`config.mk`:
```
export PLATFORM = sky130hd
export DESIGN_NAME = hdtt_tx
export DESIGN_NICKNAME = d
export VERILOG_FILES = /design/src/hdl/hdtt_pkg.sv /design/src/hdl/hdtt_tx.sv /design/src/hdl/hdtt_edge_sync.sv /design/src/hdl/hdtt_char_timer.sv
export VERILOG_INCLUDE_DIRS = /design/src /design/src/hdl
export SDC_FILE = /design/constraint.sdc
export NUM_CORES = 1
export LEC_CHECK = 0
export BUFFER_PORTS_ARGS = -buffer_cell sky130_fd_sc_hd__buf_2
export CAP_MARGIN = 0
export CORE_ASPECT_RATIO = 1.5
export CORE_MARGIN = 5
export CORE_UTILIZATION = 35
export CTS_BUF_LIST = sky130_fd_sc_hd__clkbuf_8
export CTS_CLUSTER_SIZE = 28
export DETAILED_ROUTE_END_ITERATION = 10
export PLACE_DENSITY = 0.64
export SYNTH_ARGS = -nofsm -noshare
export SYNTH_HDL_FRONTEND = slang
export SYNTH_SLANG_ARGS = --single-unit
```
`constraint.sdc`:
```
create_clock -name sys_clk_i -period 6.1 [get_ports sys_clk_i]
set_input_delay 0.305 -clock sys_clk_i [delete_from_list [all_inputs] [get_ports sys_clk_i]]
set_output_delay 0.305 -clock sys_clk_i [all_outputs]
set_load 0.02 [all_outputs]
```
`src/hdl/hdtt_cfg.svh`:
```
/*
  Constants of the host-to-device trigger transmitter: register offsets,
  field positions, reset values and timing counts.
  Assumes a 250 MHz system clock; included by its bare name.
*/
`ifndef HDTT_CFG_SVH
`define HDTT_CFG_SVH

// clock and link timing, in ns
`define HDTT_CLK_NS          4
`define HDTT_CHAR_FAST_NS    240
`define HDTT_CHAR_SLOW_NS    480
`define HDTT_UNIT_FAST_NS    1
`define HDTT_UNIT_SLOW_NS    2
`define HDTT_US_NS           1000
// derived cycle counts (character times are whole multiples of the clock)
`define HDTT_CHAR_FAST_CYC   (`HDTT_CHAR_FAST_NS / `HDTT_CLK_NS)
`define HDTT_CHAR_SLOW_CYC   (`HDTT_CHAR_SLOW_NS / `HDTT_CLK_NS)
`define HDTT_CYC_PER_US      (`HDTT_US_NS / `HDTT_CLK_NS)
`define HDTT_STEP_FAST       (`HDTT_CLK_NS / `HDTT_UNIT_FAST_NS)
`define HDTT_STEP_SLOW       (`HDTT_CLK_NS / `HDTT_UNIT_SLOW_NS)
// pipeline and message length, in characters
`define HDTT_PIPE_CHARS      4
`define HDTT_MSG_CHARS       6

// register offsets
`define HDTT_REG_CTRL        8'h00
`define HDTT_REG_TMO         8'h04
`define HDTT_REG_RSND        8'h08
`define HDTT_REG_LEVEL       8'h0c
`define HDTT_REG_STAT        8'h10

// control field positions
`define HDTT_CTRL_FMT_LSB    0
`define HDTT_CTRL_FAST_BIT   2
`define HDTT_CTRL_SRC_LSB    3
`define HDTT_CTRL_CONN_LSB   5

// reset values
`define HDTT_FMT_RST         2'h0
`define HDTT_FAST_RST        1'h0
`define HDTT_SRC_RST         2'h1
`define HDTT_TMO_RST         16'h0014
`define HDTT_RSND_RST        8'h03

`endif

```
`src/hdl/hdtt_pkg.sv`:
```
/*
  Types of the host-to-device trigger transmitter.
  Assumes nothing beyond a SystemVerilog compiler.
*/
package hdtt_pkg;

	// trigger packet format selection
	typedef enum logic [1:0] {
		HDTT_PULSE_FORMAT     = 2'h0,
		HDTT_RISE_ONLY_FORMAT = 2'h1,
		HDTT_TOGGLE_FORMAT    = 2'h2
	} hdtt_fmt_t;

	// trigger sourcing choice
	typedef enum logic [1:0] {
		HDTT_SRC_NONE = 2'h0,
		HDTT_SRC_SW   = 2'h1,
		HDTT_SRC_PIN  = 2'h2
	} hdtt_src_t;

	// transaction states, gray along idle-align-pipe-send-wait
	typedef enum logic [2:0] {
		HDTT_IDLE  = 3'h0,
		HDTT_ALIGN = 3'h1,
		HDTT_PIPE  = 3'h3,
		HDTT_SEND  = 3'h2,
		HDTT_WAIT  = 3'h6
	} hdtt_state_t;

	// packet insertion port
	typedef struct packed {
		logic       start;
		logic       busy;
		logic       falling;
		logic [7:0] delay;
	} hdtt_pkt_t;

	// character timer state
	typedef struct packed {
		logic [7:0] cnt;
		logic       tick;
	} hdtt_ct_state_t;

	// pin synchroniser state
	typedef struct packed {
		logic [2:0] sh;
		logic       lvl;
	} hdtt_sync_state_t;

	// transmitter state
	typedef struct packed {
		hdtt_fmt_t   fmt;
		logic        fast;
		hdtt_src_t   src;
		logic [2:0]  conn;
		logic [15:0] tmo_us;
		logic [7:0]  rsnd_lim;
		logic        sw_level;
		logic        prev_lvl;
		hdtt_state_t st;
		logic        falling;
		logic        toggle_fall;
		logic [7:0]  delay;
		logic [2:0]  chars;
		logic [23:0] wait_cnt;
		logic [7:0]  rsnd_cnt;
		logic        ack_ev;
		logic        rsnd_ev;
		logic        abort_ev;
		logic        last_abort;
		hdtt_pkt_t   pkt;
		logic [31:0] rdata;
	} hdtt_tx_state_t;

endpackage

```
`src/hdl/hdtt_tx.sv`:
```
/*
  Host-to-device trigger transmitter: turns source edges into trigger
  packets on the low-speed upstream connection, waits for acknowledgment,
  resends on timeout and reports events.
  Assumes the packet port is taken as offered and ack_i is a one-cycle
  pulse on the same clock; the trigger pin is asynchronous.
*/
//
// Notes on behaviour
// - pulse format: both edges start, matching kind
// - rise-only format: rising edges only, rising packets
// - toggle format: rising edges, alternating packet kinds
// - packet inserted at next character boundary; here sent four characters after it, through the pipeline
// - delay value counts event-to-boundary in 1/24 bit
// - packets start only on character boundaries
// - four-character pipeline, six-character message
// - wait for acknowledgment; on time ends normally
// - timeout resends packet, restarts wait
// - resend limit reached ends transaction abnormally
// - no new transaction before current completes
// - timeout setting in microseconds, default twenty
// - resend limit setting, default three
// - zero timeout: finish right after sending
// - events for acknowledgment and for each resend
// - software sets and reads trigger level
// - no camera control disables the transmitter
// - runs only on master connection zero
`timescale 1ns/1ps
`include "hdtt_cfg.svh"
module hdtt_tx
	import hdtt_pkg::*;
#(
	parameter int unsigned CYC_PER_US = `HDTT_CYC_PER_US
)(
	input  wire logic        sys_clk_i,
	input  wire logic        rst_n_i,
	input  wire logic        trig_pin_i,
	input  wire logic        ack_i,
	input  wire logic [7:0]  reg_addr_i,
	input  wire logic [31:0] reg_wdata_i,
	input  wire logic        reg_wr_i,
	input  wire logic        reg_rd_i,
	output logic [31:0]      reg_rdata_o,
	output hdtt_pkt_t        pkt_o,
	output logic             ack_received_event_o,
	output logic             packet_resent_event_o,
	output logic             txn_abort_o
);
	hdtt_tx_state_t s;       // registered state
	hdtt_tx_state_t next_s;  // next state
	logic           pin_lvl; // synchronised pin level
	logic           tick;    // character boundary pulse
	logic           src_lvl; // selected trigger source level
	logic           rise;    // rising source edge
	logic           fall;    // falling source edge
	logic           enabled; // transmitter allowed to start
	logic           start;   // edge that opens a transaction
	logic           kind;    // packet kind for that edge, 1 = falling
	logic [7:0]     step;    // delay units per clock cycle

	// the wait counter holds 16-bit microseconds times this factor
	initial begin
		if (CYC_PER_US < 1 || CYC_PER_US > 255) begin
			$error("CYC_PER_US out of range");
		end
	end

	hdtt_edge_sync u_sync (
		.sys_clk_i (sys_clk_i),
		.rst_n_i   (rst_n_i),
		.pin_i     (trig_pin_i),
		.lvl_o     (pin_lvl)
	);

	hdtt_char_timer u_char (
		.sys_clk_i (sys_clk_i),
		.rst_n_i   (rst_n_i),
		.fast_i    (s.fast),
		.tick_o    (tick)
	);

	// source selection, edge detection and format decode
	always_comb begin
		src_lvl = (s.src == HDTT_SRC_PIN) ? pin_lvl : s.sw_level;
		rise    = src_lvl & ~s.prev_lvl;
		fall    = ~src_lvl & s.prev_lvl;
		enabled = (s.src != HDTT_SRC_NONE) && (s.conn == 3'h0);
		step    = s.fast ? 8'(`HDTT_STEP_FAST) : 8'(`HDTT_STEP_SLOW);
		unique case (s.fmt)
			HDTT_RISE_ONLY_FORMAT: begin
				start = rise;
				kind  = 1'b0;
			end
			HDTT_TOGGLE_FORMAT: begin
				start = rise;
				kind  = s.toggle_fall;
			end
			default: begin
				start = rise | fall;
				kind  = fall;
			end
		endcase
	end

	// register port, transaction sequencing and event pulses
	always_comb begin
		next_s          = s;
		next_s.ack_ev   = 1'b0;
		next_s.rsnd_ev  = 1'b0;
		next_s.abort_ev = 1'b0;
		next_s.pkt.start = 1'b0;
		next_s.rdata    = '0;
		next_s.prev_lvl = src_lvl;
		// writes; format, source and connection take effect for the next transaction, speed and resend limit at once, timeout when the next wait is loaded
		if (reg_wr_i) begin
			unique case (reg_addr_i)
				`HDTT_REG_CTRL: begin
					next_s.fmt  = hdtt_fmt_t'(reg_wdata_i[`HDTT_CTRL_FMT_LSB +: 2]);
					next_s.fast = reg_wdata_i[`HDTT_CTRL_FAST_BIT];
					next_s.src  = hdtt_src_t'(reg_wdata_i[`HDTT_CTRL_SRC_LSB +: 2]);
					next_s.conn = reg_wdata_i[`HDTT_CTRL_CONN_LSB +: 3];
				end
				`HDTT_REG_TMO:   next_s.tmo_us   = reg_wdata_i[15:0];
				`HDTT_REG_RSND:  next_s.rsnd_lim = reg_wdata_i[7:0];
				`HDTT_REG_LEVEL: next_s.sw_level = reg_wdata_i[0];
				default: ;
			endcase
		end
		// reads answer one cycle later; unmapped reads return zero
		if (reg_rd_i) begin
			unique case (reg_addr_i)
				`HDTT_REG_CTRL: begin
					next_s.rdata[`HDTT_CTRL_FMT_LSB +: 2]  = s.fmt;
					next_s.rdata[`HDTT_CTRL_FAST_BIT]      = s.fast;
					next_s.rdata[`HDTT_CTRL_SRC_LSB +: 2]  = s.src;
					next_s.rdata[`HDTT_CTRL_CONN_LSB +: 3] = s.conn;
				end
				`HDTT_REG_TMO:   next_s.rdata[15:0] = s.tmo_us;
				`HDTT_REG_RSND:  next_s.rdata[7:0]  = s.rsnd_lim;
				`HDTT_REG_LEVEL: next_s.rdata[0]    = src_lvl;
				`HDTT_REG_STAT:  next_s.rdata[15:0] = {s.rsnd_cnt, 2'h0, src_lvl, s.last_abort,
					s.st, s.st != HDTT_IDLE};
				default: ;
			endcase
		end
		unique case (s.st)
			HDTT_IDLE: begin
				// edges are only looked at here, so busy-time edges vanish
				if (enabled && start) begin
					next_s.st       = HDTT_ALIGN;
					next_s.falling  = kind;
					next_s.delay    = '0;
					next_s.rsnd_cnt = '0;
					if (s.fmt == HDTT_TOGGLE_FORMAT) begin
						next_s.toggle_fall = ~s.toggle_fall;
					end
				end
			end
			HDTT_ALIGN: begin
				// measure event-to-boundary time for the camera
				if (tick) begin
					next_s.st    = HDTT_PIPE;
					next_s.chars = '0;
				end else if (s.delay <= 8'hff - step) begin
					next_s.delay = s.delay + step;
				end
			end
			HDTT_PIPE: begin
				// fixed pipeline keeps latency independent of the edge
				if (tick) begin
					if (s.chars == 3'(`HDTT_PIPE_CHARS - 1)) begin
						next_s.st          = HDTT_SEND;
						next_s.chars       = '0;
						next_s.pkt.start   = 1'b1;
						next_s.pkt.busy    = 1'b1;
						next_s.pkt.falling = s.falling;
						next_s.pkt.delay   = s.delay;
					end else begin
						next_s.chars = s.chars + 3'h1;
					end
				end
			end
			HDTT_SEND: begin
				if (tick) begin
					if (s.chars == 3'(`HDTT_MSG_CHARS - 1)) begin
						next_s.pkt.busy = 1'b0;
						if (s.tmo_us == 16'h0000) begin
							next_s.st = HDTT_IDLE;
						end else begin
							next_s.st       = HDTT_WAIT;
							next_s.wait_cnt = 24'(s.tmo_us * CYC_PER_US) - 24'h000001;
						end
					end else begin
						next_s.chars = s.chars + 3'h1;
					end
				end
			end
			HDTT_WAIT: begin
				if (ack_i) begin
					next_s.st         = HDTT_IDLE;
					next_s.ack_ev     = 1'b1;
					next_s.last_abort = 1'b0;
				end else if (s.wait_cnt == 24'h000000) begin
					if (s.rsnd_cnt < s.rsnd_lim) begin
						next_s.st       = HDTT_ALIGN;
						next_s.delay    = '0;
						next_s.rsnd_cnt = s.rsnd_cnt + 8'h01;
						next_s.rsnd_ev  = 1'b1;
					end else begin
						next_s.st         = HDTT_IDLE;
						next_s.abort_ev   = 1'b1;
						next_s.last_abort = 1'b1;
					end
				end else begin
					next_s.wait_cnt = s.wait_cnt - 24'h000001;
				end
			end
			default: next_s.st = HDTT_IDLE; // unused codes recover
		endcase
	end

	// synchronous reset; settings take their defaults
	always_ff @(posedge sys_clk_i) begin
		if (!rst_n_i) begin
			s          <= '0;
			s.fmt      <= hdtt_fmt_t'(`HDTT_FMT_RST);
			s.fast     <= `HDTT_FAST_RST;
			s.src      <= hdtt_src_t'(`HDTT_SRC_RST);
			s.tmo_us   <= `HDTT_TMO_RST;
			s.rsnd_lim <= `HDTT_RSND_RST;
		end else begin
			s <= next_s;
		end
	end

	assign reg_rdata_o           = s.rdata;
	assign pkt_o                 = s.pkt;
	assign ack_received_event_o  = s.ack_ev;
	assign packet_resent_event_o = s.rsnd_ev;
	assign txn_abort_o           = s.abort_ev;
endmodule

```
`src/hdl/hdtt_edge_sync.sv`:
```
/*
  Three-stage synchroniser for the trigger pin; the output follows once
  the second and third stages agree.
  Assumes an asynchronous input and one system clock.
*/
`timescale 1ns/1ps
module hdtt_edge_sync
	import hdtt_pkg::*;
(
	input  wire logic sys_clk_i,
	input  wire logic rst_n_i,
	input  wire logic pin_i,
	output logic      lvl_o
);
	hdtt_sync_state_t s;      // registered state
	hdtt_sync_state_t next_s; // next state

	// shift in; first stage is read only by the second
	always_comb begin
		next_s    = s;
		next_s.sh = {s.sh[1:0], pin_i};
		if (s.sh[1] == s.sh[2]) begin
			next_s.lvl = s.sh[2];
		end
	end

	// synchronous reset to low
	always_ff @(posedge sys_clk_i) begin
		if (!rst_n_i) begin
			s <= '0;
		end else begin
			s <= next_s;
		end
	end

	assign lvl_o = s.lvl;
endmodule

```
`src/hdl/hdtt_char_timer.sv`:
```
/*
  Character boundary generator for the low-speed upstream connection.
  Assumes the system clock divides both character times exactly.
*/
`timescale 1ns/1ps
`include "hdtt_cfg.svh"
module hdtt_char_timer
	import hdtt_pkg::*;
#(
	parameter int unsigned FAST_CYC = `HDTT_CHAR_FAST_CYC,
	parameter int unsigned SLOW_CYC = `HDTT_CHAR_SLOW_CYC
)(
	input  wire logic sys_clk_i,
	input  wire logic rst_n_i,
	input  wire logic fast_i,
	output logic      tick_o
);
	hdtt_ct_state_t s;      // registered state
	hdtt_ct_state_t next_s; // next state
	logic [7:0]     last;   // final count of a character

	// the counter is eight bits wide
	initial begin
		if (FAST_CYC < 9 || SLOW_CYC < 9 || FAST_CYC > 256 || SLOW_CYC > 256) begin
			$error("character period out of range");
		end
	end

	// wrap at the end of each character; a speed change applies to the character in progress
	always_comb begin
		last   = fast_i ? 8'(FAST_CYC - 1) : 8'(SLOW_CYC - 1);
		next_s = s;
		if (s.cnt >= last) begin
			next_s.cnt  = '0;
			next_s.tick = 1'b1;
		end else begin
			next_s.cnt  = s.cnt + 8'h01;
			next_s.tick = 1'b0;
		end
	end

	always_ff @(posedge sys_clk_i) begin
		if (!rst_n_i) begin
			s <= '0;
		end else begin
			s <= next_s;
		end
	end

	assign tick_o = s.tick;
endmodule

```
==> metrics <==
Routed wire per std cell=roughly 15 um; gr ovfl total=0; vias after detailed routing=7,712; final worst slack=between 0.4 and 0.5 ns; Synth Area in Compound Gates=13.9%; fmax=176 MHz; share of cells above drive strength 1=between 10% and 20%; H-tree depth=4; CTS Root Cell=clkbuf_8; CTS buffer count=17; Hold Crit Depth=3; Synth area leader=dfxtp_1; CP startpoint kind=flip-flop; Reg2Reg Setup Slack=0.41 ns; vias in the first global route=approximately 7,500; Initial Util=35.5%; All-Layer GR Usage=between 10 and 15%; first-pass GRT wire length=36,600 um; core area=0.0266 sq mm; post-synthesis async set-or-reset flop share=0%; Layout fillers=2,716; Longest Clk Path Bufs=2; final worst path period share=93.2%; post-synthesis mux area share=4.01%; diode count=0; CTS tree=built; simple-gate share of the synthesized area=18.4%; Worst Path Arrival=about 6.0 ns; Post-Synth Adder-Cell Area=a little under a quarter; post-detail-place hpwl=17,600 um; Non-Filler Instances=1,489; fin. max-slew vios=0; post-layout min period=~5.7 ns; Worst-Skew Late Latency=0.45 ns; MaxCap Viol Count=0; Chip Height=211 um; Synth-to-Final Area Change=7.92%; Setup TNS Final=0 ns; die area=around 0.030 sq mm; largest family of logic cells by synthesized area=adder cells; Seq/Total Area, Yosys=26.3%; r2r worst-path depth=16; final wirelength=22,400 um; Finished Cell Area=between 0.01 and 0.015 sq mm; top cells by area, synth=dfxtp_1, fa_1, ha_1; Mapped Area=0.00945 sq mm; DR pass1 iterations=5; Post-route DRC=0; worst vdd ir=0.000129 V; Via-to-Cell Ratio=5.18; post-synth top area share=26.3%; clock slew at reported path FFs=0.09 ns; Final nets=1,324; Hold Fails Final Rpt=0; Post-Synth XOR/XNOR Area=5.10%; Power Density=158 mW/mm^2; LEAKAGE=4.49 nW; DR iter-0 viols=~320; Yosys warning count=0; CTS sink count=between 100 and 150; area of the multi-input gates=just over 0.006 sq mm; Slew headroom=33.3%; IO Port Bufs=58; Setup WS pre-CTS=0.348 ns; ys flop type=dfxtp_1; biggest fanout along the worst timing path=8; top-count cell post-synth=dfxtp_1; Tightest Pin Transition=between 0.9 and 1 ns; WP data required=6.40 ns; skew final=~0.014 ns; row count=73; gpl congestion=0.831; Mapped Avg Cell Area=8.44 sq um; Post-Route Utilization=38.4%; Worst Setup End Kind=flip-flop; Seq. cell area=0.00248 sq mm; Yosys cell types=between 70 and 80; placed cell count=1,457; commonest cells in the netlist=dfxtp_1, nor2_1, inv_1; worst min-delay path category=in2reg; status=complete, no violations; IO Pins=92; Tot Pwr=1.62 mW; Setup CP Type=reg2reg; initial antenna violation count=0; Post-Syn Instances=1,120; pin count of the biggest net entering global routing=68; number of synthesized register bits=124; dpl cell area=0.00980 sq mm; number of synthesized flops with an enable pin=0; number of setup violations in the final report=0; die width=around 140 um; Antenna Nets Post-Route=0; hold slack=0.0865 ns
-- critical path, cell delays in order, from the launching register on --
cell,delay (ns)
dfxtp_1,0.53
inv_1,0.19
fa_1,0.59
fa_1,0.44
fa_1,0.51
fa_1,0.52
inv_1,0.04
ha_1,0.33
o211ai_1,0.11
o21bai_1,0.41
mux2i_1,0.24
o211ai_1,0.20
nor4_2,0.46
and4_1,0.35
nor4bb_1,0.38
xnor2_1,0.16
o22ai_1,0.08
-- logic make-up after synthesis --
group / Yosys count
other cells: 1
mux: 36
fa+ha+maj: 140
buf+inv: 188
xor+xnor: 55
simple gates: 367
compound gates: 209
flops: 124
-- per-layer routing --
| layer | part of all wire, % | GRT usage [%] | vias to the layer above |
|---|---|---|---|
| met5 | 0 | 0 | - |
| met4 | 2.8 | 5.86 | 0 |
| met3 | 3.1 | 1.72 | 41 |
| met2 | 55 | 28.2 | 159 |
| met1 | 39 | 16.1 | 3716 |
| li1 | - | - | 3796 |
-- path summary, 6_finish.rpt --
check | from | to
max | s[106] | s[77]
min | reg_wdata_i[11] | s[116]
max reg2reg | s[106] | s[77]
min reg2reg | s[73] | s[73]
-- where the power goes --
part / total, mW / switching (mW) / leakage (nW) / internal, mW
sequential: 0.817 / 0.00457 / 1.00 / 0.812
clock: 0.717 / 0.381 / 0.193 / 0.336
combinational: 0.0821 / 0.0559 / 3.30 / 0.0262
-- placed cells by master (no fill, tap or decap), drive strengths merged, types with 10 or more instances in the layout --
cell type	n
xnor2	30
o211ai	10
dfxtp	124
nand4	13
and2	11
a22oi	15
inv	113
conb	17
nand3	25
nand2	99
fa	55
clkbuf	17
nor2	117
ha	84
buf	68
nor3	27
or3	14
o21ai	40
nand2b	13
nor4	10
a21o	12
xor2	25
mux2i	30
a21oi	80
-- cell type report --
type / instances / area share, %
flip-flops and latches: 124 / 24.3
repair buffers: 68 / 3.58
well taps: 337 / 4.14
clock inverters: 15 / 1.48
multi-input cells: 824 / 60.3
clock buffers: 17 / 2.29
inverters: 104 / 3.83
-- flip-flops by register name (all words and copies together) (netlist names), 2 cells and up --
name,count
reg_rdata_o,16
u_char.s,8
pkt_o,10
u_sync.next_s,2
s,82
-- timing repair --
item | in CTS | in global routing
gates resized for setup | 0 | 1
buffers inserted | 0 | 0
hold buffers | 0 | 0
endpoints found under the setup margin | 0 | 2
No activity file was read; power rests on OpenSTA's default activity.
